<file path="config.mk">
export PLATFORM = sky130hd
export DESIGN_NAME = btcc_core
export DESIGN_NICKNAME = d
export VERILOG_FILES = /design/src/btcc_pkg.sv /design/src/btcc_core.sv
export SDC_FILE = /design/constraint.sdc
export NUM_CORES = 1
export LEC_CHECK = 0
export ABC_AREA = 0
export BUFFER_PORTS_ARGS = -buffer_cell sky130_fd_sc_hd__buf_2
export CORE_MARGIN = 4
export CORE_UTILIZATION = 35
export DETAILED_ROUTE_END_ITERATION = 7
export GPL_TIMING_DRIVEN = 1
export HOLD_SLACK_MARGIN = 0.15
export PLACE_DENSITY = 0.58
export SYNTH_ARGS = -nofsm -noshare
export SYNTH_HDL_FRONTEND = slang
export SYNTH_SLANG_ARGS = --single-unit
</file>
<file path="constraint.sdc">
create_clock -name sys_clk -period 4 [get_ports sys_clk]
set_input_delay 0.8 -clock sys_clk [delete_from_list [all_inputs] [get_ports sys_clk]]
set_output_delay 0.8 -clock sys_clk [all_outputs]
set_load 0.01 [all_outputs]
</file>
<file path="src/btcc_pkg.sv">
// constants, field layouts and bus carriers for the buffered timer compare core
// assumes a single 50 MHz clock and an AXI4-Lite master with 8-bit byte addresses
package btcc_pkg;

    localparam int CNT_W = 16;
    localparam int NCH = 3;
    localparam int ADDR_W = 8;
    localparam int PRE_W = 10;
    localparam real CLK_PERIOD_NS = 20.0;

    // byte addresses of the register words
    localparam logic [ADDR_W-1:0] ADDR_CONTROL_A = 8'h00;
    localparam logic [ADDR_W-1:0] ADDR_CONTROL_B = 8'h04;
    localparam logic [ADDR_W-1:0] ADDR_CONTROL_E = 8'h08;
    localparam logic [ADDR_W-1:0] ADDR_CONTROL_F = 8'h0C;
    localparam logic [ADDR_W-1:0] ADDR_EVENT_CONTROL = 8'h10;
    localparam logic [ADDR_W-1:0] ADDR_FLAGS = 8'h14;
    localparam logic [ADDR_W-1:0] ADDR_COUNTER = 8'h18;
    localparam logic [ADDR_W-1:0] ADDR_PERIOD = 8'h1C;
    localparam logic [ADDR_W-1:0] ADDR_PERIOD_BUFFER = 8'h20;
    localparam logic [ADDR_W-1:0] ADDR_COMPARE_BASE = 8'h24;
    localparam logic [ADDR_W-1:0] ADDR_COMPARE_BUF_BASE = 8'h30;
    localparam logic [ADDR_W-1:0] ADDR_LAST = 8'h38;
    localparam logic [ADDR_W-1:0] ADDR_STEP = 8'h04;

    // field positions
    localparam int CA_ENABLE_BIT = 0;
    localparam int CA_PRESCALE_LSB = 1;
    localparam int CB_MODE_LSB = 0;
    localparam int CB_CMPEN_LSB = 4;
    localparam int CE_DIR_BIT = 0;
    localparam int CE_LOCK_BIT = 1;
    localparam int CF_PERIOD_BUFFER_VALID_BIT = 0;
    localparam int CF_CMPBV_LSB = 1;
    localparam int EV_ENABLE_BIT = 0;

    localparam logic [CNT_W-1:0] CNT_BOTTOM = 16'h0000;
    localparam logic [CNT_W-1:0] CNT_MAX = 16'hFFFF;
    localparam logic [CNT_W-1:0] PERIOD_RESET = 16'hFFFF;
    localparam logic [CNT_W-1:0] COMPARE_RESET = 16'h0000;
    localparam logic [1:0] RESP_OKAY = 2'h0;
    localparam logic [1:0] RESP_SLVERR = 2'h2;

    typedef enum logic [2:0] {
        WGM_NORMAL = 3'h0,
        WGM_FREQUENCY = 3'h1
    } btcc_waveform_mode_e;

    typedef struct packed {
        logic awvalid;
        logic [ADDR_W-1:0] awaddr;
        logic wvalid;
        logic [31:0] wdata;
        logic [3:0] wstrb;
        logic bready;
        logic arvalid;
        logic [ADDR_W-1:0] araddr;
        logic rready;
    } btcc_axi_req_s;

    typedef struct packed {
        logic awready;
        logic wready;
        logic bvalid;
        logic [1:0] bresp;
        logic arready;
        logic rvalid;
        logic [31:0] rdata;
        logic [1:0] rresp;
    } btcc_axi_rsp_s;

    // divide ratios 1,2,4,8,16,64,256,1024 as low-bit masks of the prescaler
    function automatic logic [PRE_W-1:0] btcc_presc_mask(input logic [2:0] sel);
        case (sel)
            3'h0: btcc_presc_mask = 10'h000;
            3'h1: btcc_presc_mask = 10'h001;
            3'h2: btcc_presc_mask = 10'h003;
            3'h3: btcc_presc_mask = 10'h007;
            3'h4: btcc_presc_mask = 10'h00F;
            3'h5: btcc_presc_mask = 10'h03F;
            3'h6: btcc_presc_mask = 10'h0FF;
            default: btcc_presc_mask = 10'h3FF;
        endcase
    endfunction

    function automatic logic [CNT_W-1:0] btcc_merge16(input logic [CNT_W-1:0] old, input logic [31:0] d,
                                                      input logic [3:0] strb);
        btcc_merge16 = {strb[1] ? d[15:8] : old[15:8], strb[0] ? d[7:0] : old[7:0]};
    endfunction

    function automatic logic btcc_addr_ok(input logic [ADDR_W-1:0] a);
        btcc_addr_ok = (a <= ADDR_LAST) && (a[1:0] == 2'h0);
    endfunction

endpackage

</file>
<file path="src/btcc_core.sv">
// 16-bit timer/counter with double-buffered period and three compare channels
// assumes one clock domain, an AXI4-Lite master and an asynchronous event pin
//
// Notes on behaviour
// - a count of 0x0000 is bottom.
// - all ones across sixteen bits is the maximum.
// - top is the highest value of the present count sequence.
// - update at top or bottom loads valid buffers unless update lock is set.
// - setting enable starts counting at the prescale select rate.
// - event input A enable makes events advance the counter instead of ticks.
// - counting follows the count sense bit until top or bottom.
// - counting up, top wraps to zero on the next tick.
// - counting down, bottom reloads the current period.
// - software counter write is immediate and beats count, clear, reload.
// - count sense may change while running; new direction applies at once.
// - each buffer has a valid flag, set on write, cleared at update.
// - compare and its buffer are both writable; direct write bypasses buffering.
// - unbuffered period writes act at once on the top comparison.
// - period below count when up means run to maximum and wrap first.
// - buffered period changes only at the update event.
// - compare match sets the channel flag at the clock edge of the matching tick, seen one clock later.
// - at update compare buffer moves to compare, used from next count.
// - pin override needs a waveform mode and the channel compare enable.
// - frequency mode takes its period from compare zero.
// - frequency mode toggles each channel output on its match.
// - counter, period, compare and buffers are sixteen bits.
// - trigger effects appear one timer clock after the trigger.
// - compare zero of zero, undivided, toggles every clock.
//
// The AXI4-Lite register port and the address map are this design's own decisions.
`timescale 1ns/1ps
module btcc_core (
    input wire logic sys_clk,
    input wire logic srst,
    input wire btcc_pkg::btcc_axi_req_s axi_req,
    output btcc_pkg::btcc_axi_rsp_s axi_rsp,
    input wire logic event_a_in,
    output logic [btcc_pkg::NCH-1:0] waveform_out_n,
    output logic [btcc_pkg::NCH-1:0] pin_override
);
    import btcc_pkg::*;

    ////////////////////////////////////////////////////////////////////////////
    // register state
    logic enable_reg;
    logic [2:0] prescale_select_reg;
    logic [2:0] waveform_mode_reg;
    logic [NCH-1:0] compare_output_enable_reg;
    logic count_down_reg;
    logic update_lock_reg;
    logic event_input_a_enable_reg;
    logic [CNT_W-1:0] counter_value_reg;
    logic [CNT_W-1:0] period_reg;
    logic [CNT_W-1:0] period_buffer_reg;
    logic period_buffer_valid_reg;
    logic [CNT_W-1:0] compare_value_reg [NCH];
    logic [CNT_W-1:0] compare_buffer_reg [NCH];
    logic [NCH-1:0] compare_buffer_valid_reg;
    logic [NCH-1:0] match_flag_reg;
    logic [NCH-1:0] wave_reg;
    logic [NCH-1:0] override_reg;
    logic [PRE_W-1:0] prescale_cnt_reg;
    logic ev_meta_reg, ev_sync_reg, ev_prev_reg;

    // bus state
    btcc_axi_rsp_s rsp_reg;
    logic aw_held_reg, w_held_reg;
    logic [ADDR_W-1:0] waddr_reg;
    logic [31:0] wdata_reg;
    logic [3:0] wstrb_reg;

    ////////////////////////////////////////////////////////////////////////////
    // AXI4-Lite slave: address and data taken in either order, one write at a time
    logic wr_fire;
    logic [31:0] rd_val;
    logic rd_ok;
    assign wr_fire = aw_held_reg && w_held_reg && !rsp_reg.bvalid;

    always_ff @(posedge sys_clk) begin
        if (srst) begin
            rsp_reg <= '0;
            aw_held_reg <= 1'b0;
            w_held_reg <= 1'b0;
            waddr_reg <= '0;
            wdata_reg <= '0;
            wstrb_reg <= '0;
        end else begin
            // each ready is high only while its own channel holds nothing, so outputs stay registered
            rsp_reg.awready <= !aw_held_reg && !(axi_req.awvalid && rsp_reg.awready);
            rsp_reg.wready <= !w_held_reg && !(axi_req.wvalid && rsp_reg.wready);
            if (axi_req.awvalid && rsp_reg.awready) begin
                aw_held_reg <= 1'b1;
                waddr_reg <= axi_req.awaddr;
            end
            if (axi_req.wvalid && rsp_reg.wready) begin
                w_held_reg <= 1'b1;
                wdata_reg <= axi_req.wdata;
                wstrb_reg <= axi_req.wstrb;
            end
            if (wr_fire) begin
                rsp_reg.bvalid <= 1'b1;
                rsp_reg.bresp <= btcc_addr_ok(waddr_reg) ? RESP_OKAY : RESP_SLVERR;
            end else if (rsp_reg.bvalid && axi_req.bready) begin
                rsp_reg.bvalid <= 1'b0;
                aw_held_reg <= 1'b0;
                w_held_reg <= 1'b0;
                rsp_reg.awready <= 1'b1;
                rsp_reg.wready <= 1'b1;
            end
            rsp_reg.arready <= !rsp_reg.rvalid && !(axi_req.arvalid && rsp_reg.arready);
            if (axi_req.arvalid && rsp_reg.arready) begin
                rsp_reg.rvalid <= 1'b1;
                rsp_reg.rdata <= rd_val;
                rsp_reg.rresp <= rd_ok ? RESP_OKAY : RESP_SLVERR;
            end else if (rsp_reg.rvalid && axi_req.rready) begin
                rsp_reg.rvalid <= 1'b0;
                rsp_reg.arready <= 1'b1;
            end
        end
    end
    assign axi_rsp = rsp_reg;

    // write strobes per register
    logic wr_ctrl_a, wr_ctrl_b, wr_ctrl_e, wr_evctl, wr_flags, wr_cnt, wr_per, wr_period_buffer;
    assign wr_ctrl_a = wr_fire && waddr_reg == ADDR_CONTROL_A;
    assign wr_ctrl_b = wr_fire && waddr_reg == ADDR_CONTROL_B;
    assign wr_ctrl_e = wr_fire && waddr_reg == ADDR_CONTROL_E;
    assign wr_evctl = wr_fire && waddr_reg == ADDR_EVENT_CONTROL;
    assign wr_flags = wr_fire && waddr_reg == ADDR_FLAGS && wstrb_reg[0];
    assign wr_cnt = wr_fire && waddr_reg == ADDR_COUNTER;
    assign wr_per = wr_fire && waddr_reg == ADDR_PERIOD;
    assign wr_period_buffer = wr_fire && waddr_reg == ADDR_PERIOD_BUFFER;

    always_comb begin
        rd_ok = btcc_addr_ok(axi_req.araddr);
        rd_val = '0;
        case (axi_req.araddr)
            ADDR_CONTROL_A: rd_val[3:0] = {prescale_select_reg, enable_reg};
            ADDR_CONTROL_B: rd_val[6:0] = {compare_output_enable_reg, 1'b0, waveform_mode_reg};
            ADDR_CONTROL_E: rd_val[1:0] = {update_lock_reg, count_down_reg};
            ADDR_CONTROL_F: rd_val[3:0] = {compare_buffer_valid_reg, period_buffer_valid_reg};
            ADDR_EVENT_CONTROL: rd_val[0] = event_input_a_enable_reg;
            ADDR_FLAGS: rd_val[NCH-1:0] = match_flag_reg;
            ADDR_COUNTER: rd_val[CNT_W-1:0] = counter_value_reg;
            ADDR_PERIOD: rd_val[CNT_W-1:0] = period_reg;
            ADDR_PERIOD_BUFFER: rd_val[CNT_W-1:0] = period_buffer_reg;
            default: begin
                for (int i = 0; i < NCH; i++) begin
                    if (axi_req.araddr == ADDR_COMPARE_BASE + ADDR_W'(i) * ADDR_STEP) begin
                        rd_val[CNT_W-1:0] = compare_value_reg[i];
                    end
                    if (axi_req.araddr == ADDR_COMPARE_BUF_BASE + ADDR_W'(i) * ADDR_STEP) begin
                        rd_val[CNT_W-1:0] = compare_buffer_reg[i];
                    end
                end
            end
        endcase
    end

    ////////////////////////////////////////////////////////////////////////////
    // control registers
    always_ff @(posedge sys_clk) begin
        if (srst) begin
            enable_reg <= 1'b0;
            prescale_select_reg <= 3'h0;
            waveform_mode_reg <= WGM_NORMAL;
            compare_output_enable_reg <= '0;
            count_down_reg <= 1'b0;
            update_lock_reg <= 1'b0;
            event_input_a_enable_reg <= 1'b0;
        end else begin
            if (wr_ctrl_a && wstrb_reg[0]) begin
                enable_reg <= wdata_reg[CA_ENABLE_BIT];
                prescale_select_reg <= wdata_reg[CA_PRESCALE_LSB +: 3];
            end
            if (wr_ctrl_b && wstrb_reg[0]) begin
                waveform_mode_reg <= wdata_reg[CB_MODE_LSB +: 3];
                compare_output_enable_reg <= wdata_reg[CB_CMPEN_LSB +: NCH];
            end
            if (wr_ctrl_e && wstrb_reg[0]) begin
                count_down_reg <= wdata_reg[CE_DIR_BIT];
                update_lock_reg <= wdata_reg[CE_LOCK_BIT];
            end
            if (wr_evctl && wstrb_reg[0]) begin
                event_input_a_enable_reg <= wdata_reg[EV_ENABLE_BIT];
            end
        end
    end

    ////////////////////////////////////////////////////////////////////////////
    // timer clock: prescaled ticks or synchronised event edges
    always_ff @(posedge sys_clk) begin
        if (srst) begin
            ev_meta_reg <= 1'b0;
            ev_sync_reg <= 1'b0;
            ev_prev_reg <= 1'b0;
        end else begin
            ev_meta_reg <= event_a_in;
            ev_sync_reg <= ev_meta_reg;
            ev_prev_reg <= ev_sync_reg;
        end
    end

    always_ff @(posedge sys_clk) begin
        if (srst || !enable_reg) begin
            prescale_cnt_reg <= '0;
        end else begin
            prescale_cnt_reg <= prescale_cnt_reg + PRE_W'(1);
        end
    end

    logic presc_tick, tick;
    logic [PRE_W-1:0] presc_mask;
    assign presc_mask = btcc_presc_mask(prescale_select_reg);
    assign presc_tick = (prescale_cnt_reg & presc_mask) == presc_mask;
    assign tick = enable_reg && (event_input_a_enable_reg ? (ev_sync_reg && !ev_prev_reg) : presc_tick);

    ////////////////////////////////////////////////////////////////////////////
    // counter and update condition
    logic freq_mode, at_bottom, at_top, update_evt, update_go;
    logic [CNT_W-1:0] top_val;
    assign freq_mode = waveform_mode_reg == WGM_FREQUENCY;
    assign top_val = freq_mode ? compare_value_reg[0] : period_reg;
    assign at_bottom = counter_value_reg == CNT_BOTTOM;
    assign at_top = counter_value_reg == top_val;
    assign update_evt = tick && (count_down_reg ? at_bottom : at_top);
    assign update_go = update_evt && !update_lock_reg;

    always_ff @(posedge sys_clk) begin
        if (srst) begin
            counter_value_reg <= CNT_BOTTOM;
        end else if (wr_cnt) begin
            counter_value_reg <= btcc_merge16(counter_value_reg, wdata_reg, wstrb_reg);
        end else if (tick) begin
            // count step; past max the adder wraps
            if (count_down_reg) begin
                counter_value_reg <= at_bottom ? top_val : counter_value_reg - CNT_W'(1);
            end else begin
                counter_value_reg <= at_top ? CNT_BOTTOM : counter_value_reg + CNT_W'(1);
            end
        end
    end

    always_ff @(posedge sys_clk) begin
        if (srst) begin
            period_reg <= PERIOD_RESET;
            period_buffer_reg <= PERIOD_RESET;
            period_buffer_valid_reg <= 1'b0;
        end else begin
            if (wr_per) begin
                period_reg <= btcc_merge16(period_reg, wdata_reg, wstrb_reg);
            end else if (update_go && period_buffer_valid_reg) begin
                period_reg <= period_buffer_reg;
            end
            if (wr_period_buffer) begin
                period_buffer_reg <= btcc_merge16(period_buffer_reg, wdata_reg, wstrb_reg);
            end
            if (wr_period_buffer) begin
                period_buffer_valid_reg <= 1'b1;
            end else if (update_go) begin
                period_buffer_valid_reg <= 1'b0;
            end
        end
    end

    ////////////////////////////////////////////////////////////////////////////
    // compare channels
    genvar n;
    generate
        for (n = 0; n < NCH; n++) begin : g_ch
            localparam logic [ADDR_W-1:0] A_CMP = ADDR_COMPARE_BASE + ADDR_W'(n) * ADDR_STEP;
            localparam logic [ADDR_W-1:0] A_BUF = ADDR_COMPARE_BUF_BASE + ADDR_W'(n) * ADDR_STEP;
            logic wr_cmp, wr_buf, match;
            assign wr_cmp = wr_fire && waddr_reg == A_CMP;
            assign wr_buf = wr_fire && waddr_reg == A_BUF;
            assign match = tick && counter_value_reg == compare_value_reg[n];

            always_ff @(posedge sys_clk) begin
                if (srst) begin
                    compare_value_reg[n] <= COMPARE_RESET;
                    compare_buffer_reg[n] <= COMPARE_RESET;
                    compare_buffer_valid_reg[n] <= 1'b0;
                end else begin
                    if (wr_cmp) begin
                        compare_value_reg[n] <= btcc_merge16(compare_value_reg[n], wdata_reg, wstrb_reg);
                    end else if (update_go && compare_buffer_valid_reg[n]) begin
                        compare_value_reg[n] <= compare_buffer_reg[n];
                    end
                    if (wr_buf) begin
                        compare_buffer_reg[n] <= btcc_merge16(compare_buffer_reg[n], wdata_reg, wstrb_reg);
                    end
                    if (wr_buf) begin
                        compare_buffer_valid_reg[n] <= 1'b1;
                    end else if (update_go) begin
                        compare_buffer_valid_reg[n] <= 1'b0;
                    end
                end
            end

            // sticky flag, set wins over write-one clear
            always_ff @(posedge sys_clk) begin
                if (srst) begin
                    match_flag_reg[n] <= 1'b0;
                end else if (match) begin
                    match_flag_reg[n] <= 1'b1;
                end else if (wr_flags && wdata_reg[n]) begin
                    match_flag_reg[n] <= 1'b0;
                end
            end

            // frequency toggle; other modes hold the level
            always_ff @(posedge sys_clk) begin
                if (srst) begin
                    wave_reg[n] <= 1'b0;
                end else if (match && freq_mode) begin
                    wave_reg[n] <= !wave_reg[n];
                end
            end

            always_ff @(posedge sys_clk) begin
                if (srst) begin
                    override_reg[n] <= 1'b0;
                end else begin
                    override_reg[n] <= compare_output_enable_reg[n] && waveform_mode_reg != WGM_NORMAL;
                end
            end
        end
    endgenerate
    assign waveform_out_n = wave_reg;
    assign pin_override = override_reg;
endmodule

</file>
[Word-level counts from Yosys, hierarchy flattened]
Memory sizes are Yosys's and may differ from the RTL's.
Cells that the tools add are included.
Word-level totals
  register bits after elaboration: 140
  memory bits (writable): 96
  input bits: 60
  output and inout bits: 47
  logic and storage cells: 299
  memories: 2
Cells by class
  $add $sub $neg: 3
  order comparisons: 2
  eq/ne operators: 43
  muxes and demuxes: 103
  bitwise gates (word level): 10
  reduce and logical (&&, ||, !) cells: 93
Memories
  compare_buffer_reg: words 3, bits a word 16, rd ports 3, clocked after Yosys merged registers in 0, write ports 3, RTL line btcc_core.sv:57  | logic [CNT_W-1:0] compare_buffer_reg [NCH];
  compare_value_reg: words 3, bits a word 16, rd ports 3, clocked after Yosys merged registers in 0, write ports 3, RTL line btcc_core.sv:56  | logic [CNT_W-1:0] compare_value_reg [NCH];
Operators by type and width (number)
  two-way mux 16 bit: 23
  == test 8 x 6 -> 1 bit (second input constant): 14
  two-way mux 8 bit: 14
  one-hot mux 10 bit (7 select lines): 1
  == test 16 bit: 4
  == test 8 x 5 -> 1 bit (second input constant): 8
  two-way mux 1 bit: 54
  logical AND 1 bit: 51
  one-hot mux 9 bit (4 select lines): 1
  == test 8 x 4 -> 1 bit (second input constant): 3
  nonzero test 2 bit: 11
  one-hot mux 1 bit (9 select lines): 2
  adder 16 x 1 -> 16 bit (second input constant): 1
  == test 8 x 3 -> 1 bit (second input constant): 2
  <= comparator 8 x 6 -> 1 bit (second input constant): 2
  logical NOT 16 bit: 1
  logical NOT 8 bit: 2
  subtractor 16 x 1 -> 16 bit (second input constant): 1
  one-hot mux 3 bit (5 select lines): 1
  logical NOT 1 bit: 13
  AND reduction 2 bit: 6
  adder 10 x 1 -> 10 bit (second input constant): 1
  bitwise AND 10 bit: 1
  == test 10 bit: 1
  other kinds (17): 36

[Logic depth before layout (Yosys ltp)]
Gate-level depths: netlist of the first run.
  depth after elaboration: 14
  gate-level depth with buffers: 11
  depth with buffers taken out: 9

[Least setup slack after synthesis of the first run]
No wires, ideal clock.
  path kind: reg2reg
  from: reg counter_value_reg[6]
  to: mem compare_value_reg[0][0] (enable)
  setup time: 0.378 ns
  arrival time: 2.669 ns
  slack: 0.953 ns
  stages on the path, launching flop included: 9
  path buffers: 1
  cells stage by stage: dfxtp_1 > buf_2 > inv_1 > a2111oi_1 > a21oi_1 > a211o_1 > nor4_4 > a21oi_2 > o221ai_1
RTL lines
  start: declaration: RTL line btcc_core.sv:52  | logic [CNT_W-1:0] counter_value_reg;
  start signal: assignment: RTL line btcc_core.sv:233  | counter_value_reg <= btcc_merge16(counter_value_reg, wdata_reg, wstrb_reg);
  start signal: assignment: RTL line btcc_core.sv:237  | counter_value_reg <= at_bottom ? top_val : counter_value_reg - CNT_W'(1);
  start signal: assignment: RTL line btcc_core.sv:239  | counter_value_reg <= at_top ? CNT_BOTTOM : counter_value_reg + CNT_W'(1);
  end: declaration: RTL line btcc_core.sv:56

==> results of run 1 <==
cell type report:
class                           instances  area share (%)
Clock buffer                           31           4.717
Clock inverter                         18           1.154
Inverter                               60           1.538
Multi-Input combinational cell       1022           44.70
Sequential cell                       234           38.56
Tap cell                              468           3.999
Timing Repair Buffer                  127           5.332
how the worst min path moves through the flow:
stage | startpoint | endpoint | slack [ns] | cells past startpoint
6_report | ev_sync_reg | ev_prev_reg | 0.44 | 2
3_3_place_gp | ev_sync_reg | ev_prev_reg | 0.44 | 2
4_1_cts | ev_sync_reg | ev_prev_reg | 0.45 | 2
2_1_floorplan | ev_sync_reg | ev_prev_reg | 0.40 | 2
5_1_grt | ev_sync_reg | ev_prev_reg | 0.48 | 2
3_5_place_dp | ev_sync_reg | ev_prev_reg | 0.44 | 2
layer usage:
metal	wire length (um)	share of wire [%]	track usage, %
met5	0	0	0
met4	1719	3.9	8.000
met3	3532	8.0	3.105
met2	20070	45	35.05
met1	18940	43	29.71
Yosys cell counts (17+ instances only):
library cell / count / area share [%]
nand2_1: 178 / 5.2
dfxtp_1: 138 / 21
nor2_1: 107 / 3.1
edfxtp_1: 96 / 22
clkbuf_1: 85 / 2.5
a21oi_1: 64 / 2.5
and2_1: 59 / 2.9
inv_1: 58 / 1.7
xnor2_1: 54 / 3.7
mux2i_1: 52 / 4.0
a22o_1: 38 / 2.6
a211oi_1: 37 / 2.2
o21ai_0: 37 / 1.4
nand3_1: 36 / 1.4
a221oi_1: 32 / 2.2
nor3_1: 24 / 0.93
o41ai_1: 23 / 1.6
nand4_1: 21 / 1.0
buf_4: 20 / 1.2
and3_1: 18 / 0.87
a31oi_1: 17 / 0.82
nor4_1: 17 / 0.82
power breakdown:
group	internal (mW)	leakage, nW	switching (mW)	total (mW)
combinational	0.0871	2.88	0.180	0.267
clock	1.43	0.424	1.02	2.45
sequential	2.54	2.11	0.0900	2.63
total	4.06	5.42	1.29	5.35
metrics by stage:
step / utilization, % / setup WS (ns) / hold slack (ns)
2_1_floorplan: - / 0.9531 / 0.4046
3_3_place_gp: 37.72 / 0.6451 / 0.4404
3_5_place_dp: 37.72 / 0.5980 / 0.4371
4_1_cts: 40.08 / 0.5718 / 0.4499
5_1_grt: 40.09 / 0.2690 / 0.4817
6_report: 40.09 / 0.5474 / 0.4446
worst max-delay path, cell delays in order, from the launching register on:
cell	delay [ns]
dfxtp_1	0.38
nor3b_4	0.26
buf_4	0.34
mux2i_1	0.18
o2bb2ai_1	0.16
a211o_1	0.35
nor4_4	0.35
a21oi_2	0.24
o221ai_1	0.78
kinds of logic (layout without fill, tap and decap cells):
logic type,count (synthesis),after routing
AO/OA/AOI/OAI,357,357
XOR/XNOR,67,67
adder cells (fa/ha/maj),4,4
buffers and inverters,185,236
flip-flops,234,234
multiplexers,55,55
other,1,18
AND/OR/NAND/NOR,521,521
==> impl_metrics.json, run 1 <==
{
  "status": "finished, final reports clean",
  "grt_start_max_net_pins": 70,
  "ios": 107,
  "max_freq_ghz": 0.2896,
  "timing.rr.end": "compare_value_reg[1][5]",
  "grt_pass1_wl_mm": 67.27,
  "stdcell_area_mm2": 0.01464,
  "postCtsSetupRepairBufs": 0,
  "critPathCapture": "compare_value_reg[1][5]",
  "placed_area_mm2": 0.01378,
  "p_per_area_mw_per_mm2": 365.3,
  "hold_buffers": 0,
  "synthFlopType": "dfxtp_1",
  "dr_total_vias": 11380,
  "dieArea_mm2": 0.03999,
  "fin_skew_ns": 0.02115,
  "core_area_mm2": 0.03652,
  "cts_tree": "yes",
  "maxCapViolCount": 0,
  "startpoint": "waveform_mode_reg[2]",
  "ys_seq_area_share_pct": 43.77,
  "yosys.area_share.adder_pct": 0.3880,
  "layout_worst_path_cycle_share_pct": 86.32,
  "maxSlewViolCount": 0,
  "route.detailed.drc": 0,
  "yosys.area_share.simple_pct": 19.87,
  "regToRegStartpoint": "waveform_mode_reg[2]",
  "min_path_type": "register to register",
  "viasPerCell": 5.805,
  "reg2regPathDepth": 8,
  "slew_headroom_pct": 17.14,
  "min_period_ns": 3.453,
  "drtIter0Drc": 1161,
  "clkSlewWorstSetupHoldPaths_ns": 0.06,
  "area_growth_syn_to_layout_pct": 13.51,
  "antenna_found_initial": 0,
  "r2r_slack_ns": 0.55,
  "tightest_slew_ns": 1.238,
  "fillers": 3634,
  "fin_nets": 1536,
  "critical_path_class": "register to register",
  "finalSetupViolCount": 0,
  "antenna_left": 0,
  "synthArstFlopShare_pct": 0,
  "cp.required_ns": 4.16,
  "synth-seq-cells": 234,
  "synth_area_mm2": 0.01290,
  "place_congestion": 0.9688,
  "start_util_pct": 35.32,
  "final-hold-violation-count": 0,
  "cts_root_buffer": "clkbuf_16",
  "synth.avg_cell_area_um2": 9.058,
  "row_count": 70,
  "crit_fanout": 23,
  "post_synth_num_cell_types": 76,
  "synth_edf_count": 96,
  "grt_overflow_total": 0,
  "die_w_um": 200.0,
  "register_area_mm2": 0.005645,
  "cts_made_buffers": 27,
  "detail_route.wl_per_cell_um": 22.58,
  "power.total_mw": 5.349,
  "synth.area.mux_share_pct": 4.297,
  "synth_compound_area_share_pct": 21.02,
  "final_common_cell": "nand2_1",
  "synth_xor_area_share_pct": 4.549,
  "port_buffers": 70,
  "netlist_instances": 1424,
  "wl_mm": 44.26,
  "clkSinkCount": 234,
  "fin_cells": 1960,
  "ir_worst_vdd_v": 0.0002478,
  "die_h_um": 200.0,
  "ys_warn_count": 0,
  "track_usage_pct": 21.69,
  "cp.arrival_ns": 3.61,
  "rsz0062_at_grt": "false",
  "cts.htree.levels": 1,
  "cp-end-kind": "register",
  "setup_tns_ns": 0,
  "drtPass1Iterations": 5,
  "grt_pass1_vias": 10970,
  "final_cell_mix": "178 x nand2_1, 138 x dfxtp_1, 107 x nor2_1, 96 x edfxtp_1, 69 x buf_2",
  "cts_resized": 0,
  "leakagePower_nw": 5.419,
  "multi_input_area_mm2": 0.006545,
  "drive_above_1_share_pct": 13.67,
  "dp_hpwl_mm": 33.54,
  "placedCellCount": 1911,
  "startpoint_type": "register",
  "clkLatencyLatePin_ns": 0.54,
  "clockBufferDepth": 3,
  "synth_top_family_by_area": "compound AO/OA/AOI/OAI gates",
  "n_antenna_cell": 0
}
(Power assumes the default switching activity.)
==> inputs of run 2 (changes only) <==
Settings changed: CAP_MARGIN from default to 25.
Clock period 4 ns to 3.4 ns, I/O delays scaled along.
==> run 2 against run 1 <==
Compared with the run above: register-to-register slack worse by 0.21 ns; sequential share of layout area is 0.35 points lower; sequential cell count stayed put; sequential power is 18% higher; design area is 0.91% higher; critical path depth is 1 higher; hold slack worse by 0.084 ns; cell count is 0.92% higher; count of clock-buffer cells in the layout is 8 higher.
==> impl_metrics.json, run 2 (synthesized netlist as in run 1, its figures left out) <==
{
  "status": "finished, final reports clean",
  "critPathBufInv": 2,
  "row_count": 70,
  "slew_headroom_pct": 30.31,
  "cts_made_buffers": 27,
  "critical_path_class": "register to register",
  "die_w_um": 200.0,
  "drtIter0Drc": 1316,
  "cts_resized": 0,
  "clkLatencyLatePin_ns": 0.56,
  "antenna_left": 0,
  "crit_fanout": 10,
  "hold_buffers": 0,
  "track_usage_pct": 21.68,
  "internal-power_mw": 4.731,
  "ios": 107,
  "cts_tree": "yes",
  "rsz0062_at_grt": "false",
  "route.detailed.drc": 0,
  "maxSlewViolCount": 0,
  "core_area_mm2": 0.03652,
  "p_per_area_mw_per_mm2": 422.5,
  "antenna_found_initial": 0,
  "die_h_um": 200.0,
  "cp.required_ns": 3.71,
  "grt_overflow_total": 0,
  "tightest_slew_ns": 1.041,
  "maxCapViolCount": 0,
  "critPathTopFamily": "compound AO/OA/AOI/OAI gates",
  "max_freq_ghz": 0.3270,
  "grt_pass1_vias": 11070,
  "place_congestion": 0.9559,
  "fillers": 3621,
  "port_buffers": 70,
  "path_cells": "or3b_1 -> buf_4 -> o211ai_1 -> a21oi_1 -> nor2_1 -> nor4_4 -> a21oi_2 -> o221ai_1 -> buf_4",
  "ir_worst_vdd_v": 0.0004716,
  "final-hold-violation-count": 0,
  "fin_skew_ns": 0.02693,
  "drtPass1Iterations": 6,
  "leakagePower_nw": 5.508,
  "layout_worst_path_cycle_share_pct": 89.95,
  "clockBufferDepth": 3,
  "layout_setup_ws_ns": 0.3418,
  "drive_above_1_share_pct": 14.70,
  "clkSlewWorstSetupHoldPaths_ns": 0.06,
  "slowest_stage": "a21oi_2",
  "slowest_delay_ns": 0.60,
  "wl_mm": 43.99,
  "cts.htree.levels": 1,
  "cp.arrival_ns": 3.37,
  "startpoint_type": "register",
  "min_path_type": "primary input to register",
  "cp-end-kind": "register",
  "grt_start_max_net_pins": 58,
  "dieArea_mm2": 0.03999,
  "place_ws_ns": 0.3832,
  "path_common_cell": "buf_4",
  "n_antenna_cell": 0,
  "viasPerCell": 5.798,
  "dp_hpwl_mm": 33.82,
  "postCtsSetupRepairBufs": 0,
  "dr_total_vias": 11470,
  "setup_tns_ns": 0,
  "swShare_pct": 24.20,
  "holdWs_ns": 0.3604,
  "pwr-share-clk_pct": 45.2,
  "p_sw_mw": 1.511,
  "final_cell_mix": "178 x nand2_1, 138 x dfxtp_1, 107 x nor2_1, 96 x edfxtp_1, 76 x buf_4",
  "area_growth_syn_to_layout_pct": 14.54,
  "final_common_cell": "nand2_1",
  "sequentialPowerShare_pct": 49.6,
  "start_util_pct": 35.32,
  "final_core_util_pct": 40.45,
  "cts_root_buffer": "clkbuf_16",
  "fin_nets": 1555,
  "min_period_ns": 3.058,
  "clkSinkCount": 234,
  "grt_pass1_wl_mm": 67.28,
  "combPwrFrac_pct": 5.2,
  "finalSetupViolCount": 0,
  "detail_route.wl_per_cell_um": 22.24,
  "r2r_slack_ns": 0.34
}
[run 2: changes by cell type in the layout (fill, tap and decap cells not counted)]
cell       previous run  this run
bufinv_16             3         0
clkinv_4              0         3
buf_2                69        70
clkinv_1              8         6
clkinv_2              7         2
o31ai_2              11        10
clkbuf_1              4         5
o31ai_1               5         6
inv_6                 2         0
clkbuf_16            27        28
buf_4                58        76
clkbuf_8              0         6
[run 2: worst reg2reg max path: stages (launching register included)]
cell      delay [ns]
dfxtp_1         0.39
or3b_1          0.56
buf_4           0.23
o211ai_1        0.09
a21oi_1         0.07
nor2_1          0.28
nor4_4          0.10
a21oi_2         0.60
o221ai_1        0.25
buf_4           0.25
[run 2: path summary, 6_finish.rpt]
check,start,to,depth (start not counted)
worst min-delay path,axi_req[25],wdata_reg[10],3
worst min register to register,waddr_reg[1],waddr_reg[1],2
worst max-delay path,waveform_mode_reg[2],compare_value_reg[2][12],9
worst max register to register,waveform_mode_reg[2],compare_value_reg[2][12],9
[run 2: layout make-up]
| cell class | instances | area [um2] | area share (%) |
|---|---|---|---|
| tap | 468 | 585.6 | 3.963 |
| multi-input combinational | 1022 | 6540 | 44.27 |
| inverter | 60 | 225.2 | 1.524 |
| clock buffer | 39 | 802.0 | 5.429 |
| sequential | 234 | 5645 | 38.21 |
| timing repair buffer | 146 | 920.9 | 6.233 |
| clock inverter | 9 | 55.05 | 0.3726 |
[run 2: routing by layer]
layer  global-route usage (%)  up-vias  routed length, um
met5                        0        -                  0
met4                    7.396        0               1623
met3                    2.501       88               3209
met2                    35.17      490              20140
met1                    30.23     5553              19010
li1                         -     5338                  -
[run 2: power by group through the flow]
stage | combinational, mW | sequential, mW | clock [mW]
3_5_place_dp | 0.323 | 3.15 | 0
3_3_place_gp | 0.318 | 3.15 | 0
2_1_floorplan | 0.218 | 3.10 | 0
4_1_cts | 0.324 | 3.09 | 2.87
6_report | 0.323 | 3.10 | 2.82
5_1_grt | 0.356 | 3.10 | 2.98
[run 2: through the flow]
| stage | cell area [um2] | power [mW] | instances |
|---|---|---|---|
| 4_1_cts | 14770 | 6.283 | 1977 |
| 3_3_place_gp | 13900 | 3.472 | 1928 |
| 6_report | 14770 | 6.241 | 1978 |
| 2_1_floorplan | 12960 | 3.314 | 1441 |
| 3_5_place_dp | 13910 | 3.477 | 1929 |
| 5_1_grt | 14770 | 6.444 | 1978 |
==> inputs of run 3 (changes only) <==
Settings changed: CORE_ASPECT_RATIO from default to 1.25, GPL_TIMING_DRIVEN 1 to default.
==> run 3 against run 2 <==
Compared with the run above: die area barely moved; combinational power rose by 2%; critical path type unchanged; power is 6.4% higher; clock skew shrank 0.0074 ns; hold slack worse by 0.010 ns; largest cell class unchanged; critical endpoint unchanged; highest routed layer unchanged; wire length rose by 2.4%.
==> impl_metrics.json, run 3 (synthesized netlist as in run 1, its figures left out) <==
{
  "cts.htree.levels": 1,
  "grt_start_max_net_pins": 56,
  "start_util_pct": 35.53,
  "power.total_mw": 6.644,
  "cts_made_buffers": 26,
  "fin_skew_ns": 0.01956,
  "layout_worst_path_cycle_share_pct": 96.16,
  "track_usage_pct": 21.56,
  "grt_use_met1_pct": 26.40,
  "grt_overflow_total": 0,
  "grt_pass1_vias": 11210,
  "sequentialPowerShare_pct": 46.5,
  "slowest_stage": "a21oi_2",
  "ios": 107,
  "dr_total_vias": 11510,
  "pwr-share-clk_pct": 48.5,
  "finalSetupViolCount": 0,
  "hold_buffers": 0,
  "rsz0062_at_grt": "false",
  "core_area_mm2": 0.03630,
  "startpoint_type": "register",
  "cp.arrival_ns": 3.59,
  "slowest_delay_ns": 0.59,
  "drtPass1Iterations": 6,
  "maxSlewViolCount": 0,
  "critPathBufInv": 2,
  "row_count": 78,
  "clockBufferDepth": 3,
  "postCtsSetupRepairBufs": 0,
  "gr-usage-met2_pct": 38.21,
  "combPwrFrac_pct": 5.0,
  "internal-power_mw": 5.028,
  "leakagePower_nw": 5.589,
  "setup_tns_ns": 0,
  "clkSinkCount": 234,
  "route.detailed.drc": 0,
  "final_common_cell": "nand2_1",
  "slew_headroom_pct": 47.57,
  "detail_route.wl_per_cell_um": 22.56,
  "grt_pass1_wl_mm": 67.72,
  "path_common_cell": "buf_4",
  "met3_usage_pct": 2.047,
  "dp_hpwl_mm": 34.34,
  "die_w_um": 179.7,
  "holdWs_ns": 0.3499,
  "ir_worst_vdd_v": 0.0004632,
  "min_path_type": "primary input to register",
  "cts_tree": "yes",
  "n_antenna_cell": 0,
  "place_congestion": 1.006,
  "wl_mm": 45.03,
  "busiest_layer": "met2",
  "p_sw_mw": 1.616,
  "clkLatencyLatePin_ns": 0.56,
  "p_per_area_mw_per_mm2": 444.2,
  "antenna_left": 0,
  "cp-end-kind": "register",
  "fin_nets": 1560,
  "die_h_um": 222.6,
  "placed_area_mm2": 0.01397,
  "swShare_pct": 24.32,
  "port_buffers": 70,
  "stdcell_area_mm2": 0.01496,
  "critical_path_class": "register to register",
  "tightest_slew_ns": 0.7854,
  "register_area_mm2": 0.005645,
  "dieArea_mm2": 0.04001,
  "viasPerCell": 5.766,
  "final_cell_mix": "178 x nand2_1, 138 x dfxtp_1, 107 x nor2_1, 96 x edfxtp_1, 82 x buf_4",
  "fillers": 3635,
  "multi_input_area_mm2": 0.006540,
  "final-hold-violation-count": 0,
  "critPathTopFamily": "compound AO/OA/AOI/OAI gates",
  "clkSlewWorstSetupHoldPaths_ns": 0.07,
  "maxCapViolCount": 0,
  "status": "finished, final reports clean",
  "cts_resized": 0,
  "area_growth_syn_to_layout_pct": 15.96,
  "antenna_found_initial": 0,
  "min_period_ns": 3.269,
  "path_cells": "nor3b_4 -> buf_4 -> o21ai_0 -> a22oi_1 -> a211o_1 -> nor4_4 -> a21oi_2 -> o221ai_1 -> buf_4",
  "max_freq_ghz": 0.3059,
  "crit_fanout": 10,
  "cts_root_buffer": "clkbuf_16",
  "drtIter0Drc": 894,
  "cp.required_ns": 3.72,
  "drive_above_1_share_pct": 15.50
}
==> run 3: final cells by class <==
class / count / area share (%)
multi-input combinational: 1022 / 43.73
tap: 480 / 4.015
inverter: 60 / 1.506
sequential: 234 / 37.74
clock buffer: 30 / 4.802
timing repair buffer: 152 / 6.458
clock inverter: 18 / 1.748
==> run 3: stage by stage <==
stage | std cells | util [%] | setup slack [ns]
after floorplan | 1441 | - | 0.3531
after global placement | 1946 | 38.46 | 0.2296
after detailed placement | 1947 | 38.48 | 0.1888
after CTS | 1995 | 41.18 | 0.1945
after global routing | 1996 | 41.20 | 0.006907
final | 1996 | 41.20 | 0.1307
==> run 3: power groups by stage <==
stage / Sequential, mW / Clock [mW] / Combinational [mW]
after floorplan: 3.10 / 0 / 0.218
after global placement: 3.15 / 0 / 0.324
after detailed placement: 3.15 / 0 / 0.328
after CTS: 3.09 / 3.26 / 0.329
after global routing: 3.10 / 3.35 / 0.360
final: 3.09 / 3.22 / 0.330
==> run 3: per-layer routing <==
| metal | share of wire (%) | routed length [um] | vias to the layer above |
|---|---|---|---|
| met3 | 6.3 | 2853 | 102 |
| met5 | 0 | 0 | - |
| met1 | 39 | 17720 | 5567 |
| li1 | - | - | 5360 |
| met4 | 4.8 | 2181 | 0 |
| met2 | 49 | 22280 | 480 |
==> run 3: path summary, 6_finish.rpt <==
check | depth (start not counted) | slack (ns) | from | end
setup / recovery | 9 | 0.13 | waveform_mode_reg[0] | compare_value_reg[2][12]
hold / removal | 2 | 0.35 | event_a_in | ev_meta_reg
setup reg to reg | 9 | 0.13 | waveform_mode_reg[0] | compare_value_reg[2][12]
hold reg to reg | 2 | 0.42 | ev_sync_reg | ev_prev_reg
==> run 3: worst register-to-register path, delay by kind of cell, from the launching register on <==
kind	cells	cell delay [ns]
AND/OR/NAND/NOR	2	0.60
AO/OA/AOI/OAI	5	1.54
flip-flops	1	0.40
buffers and inverters	2	0.51
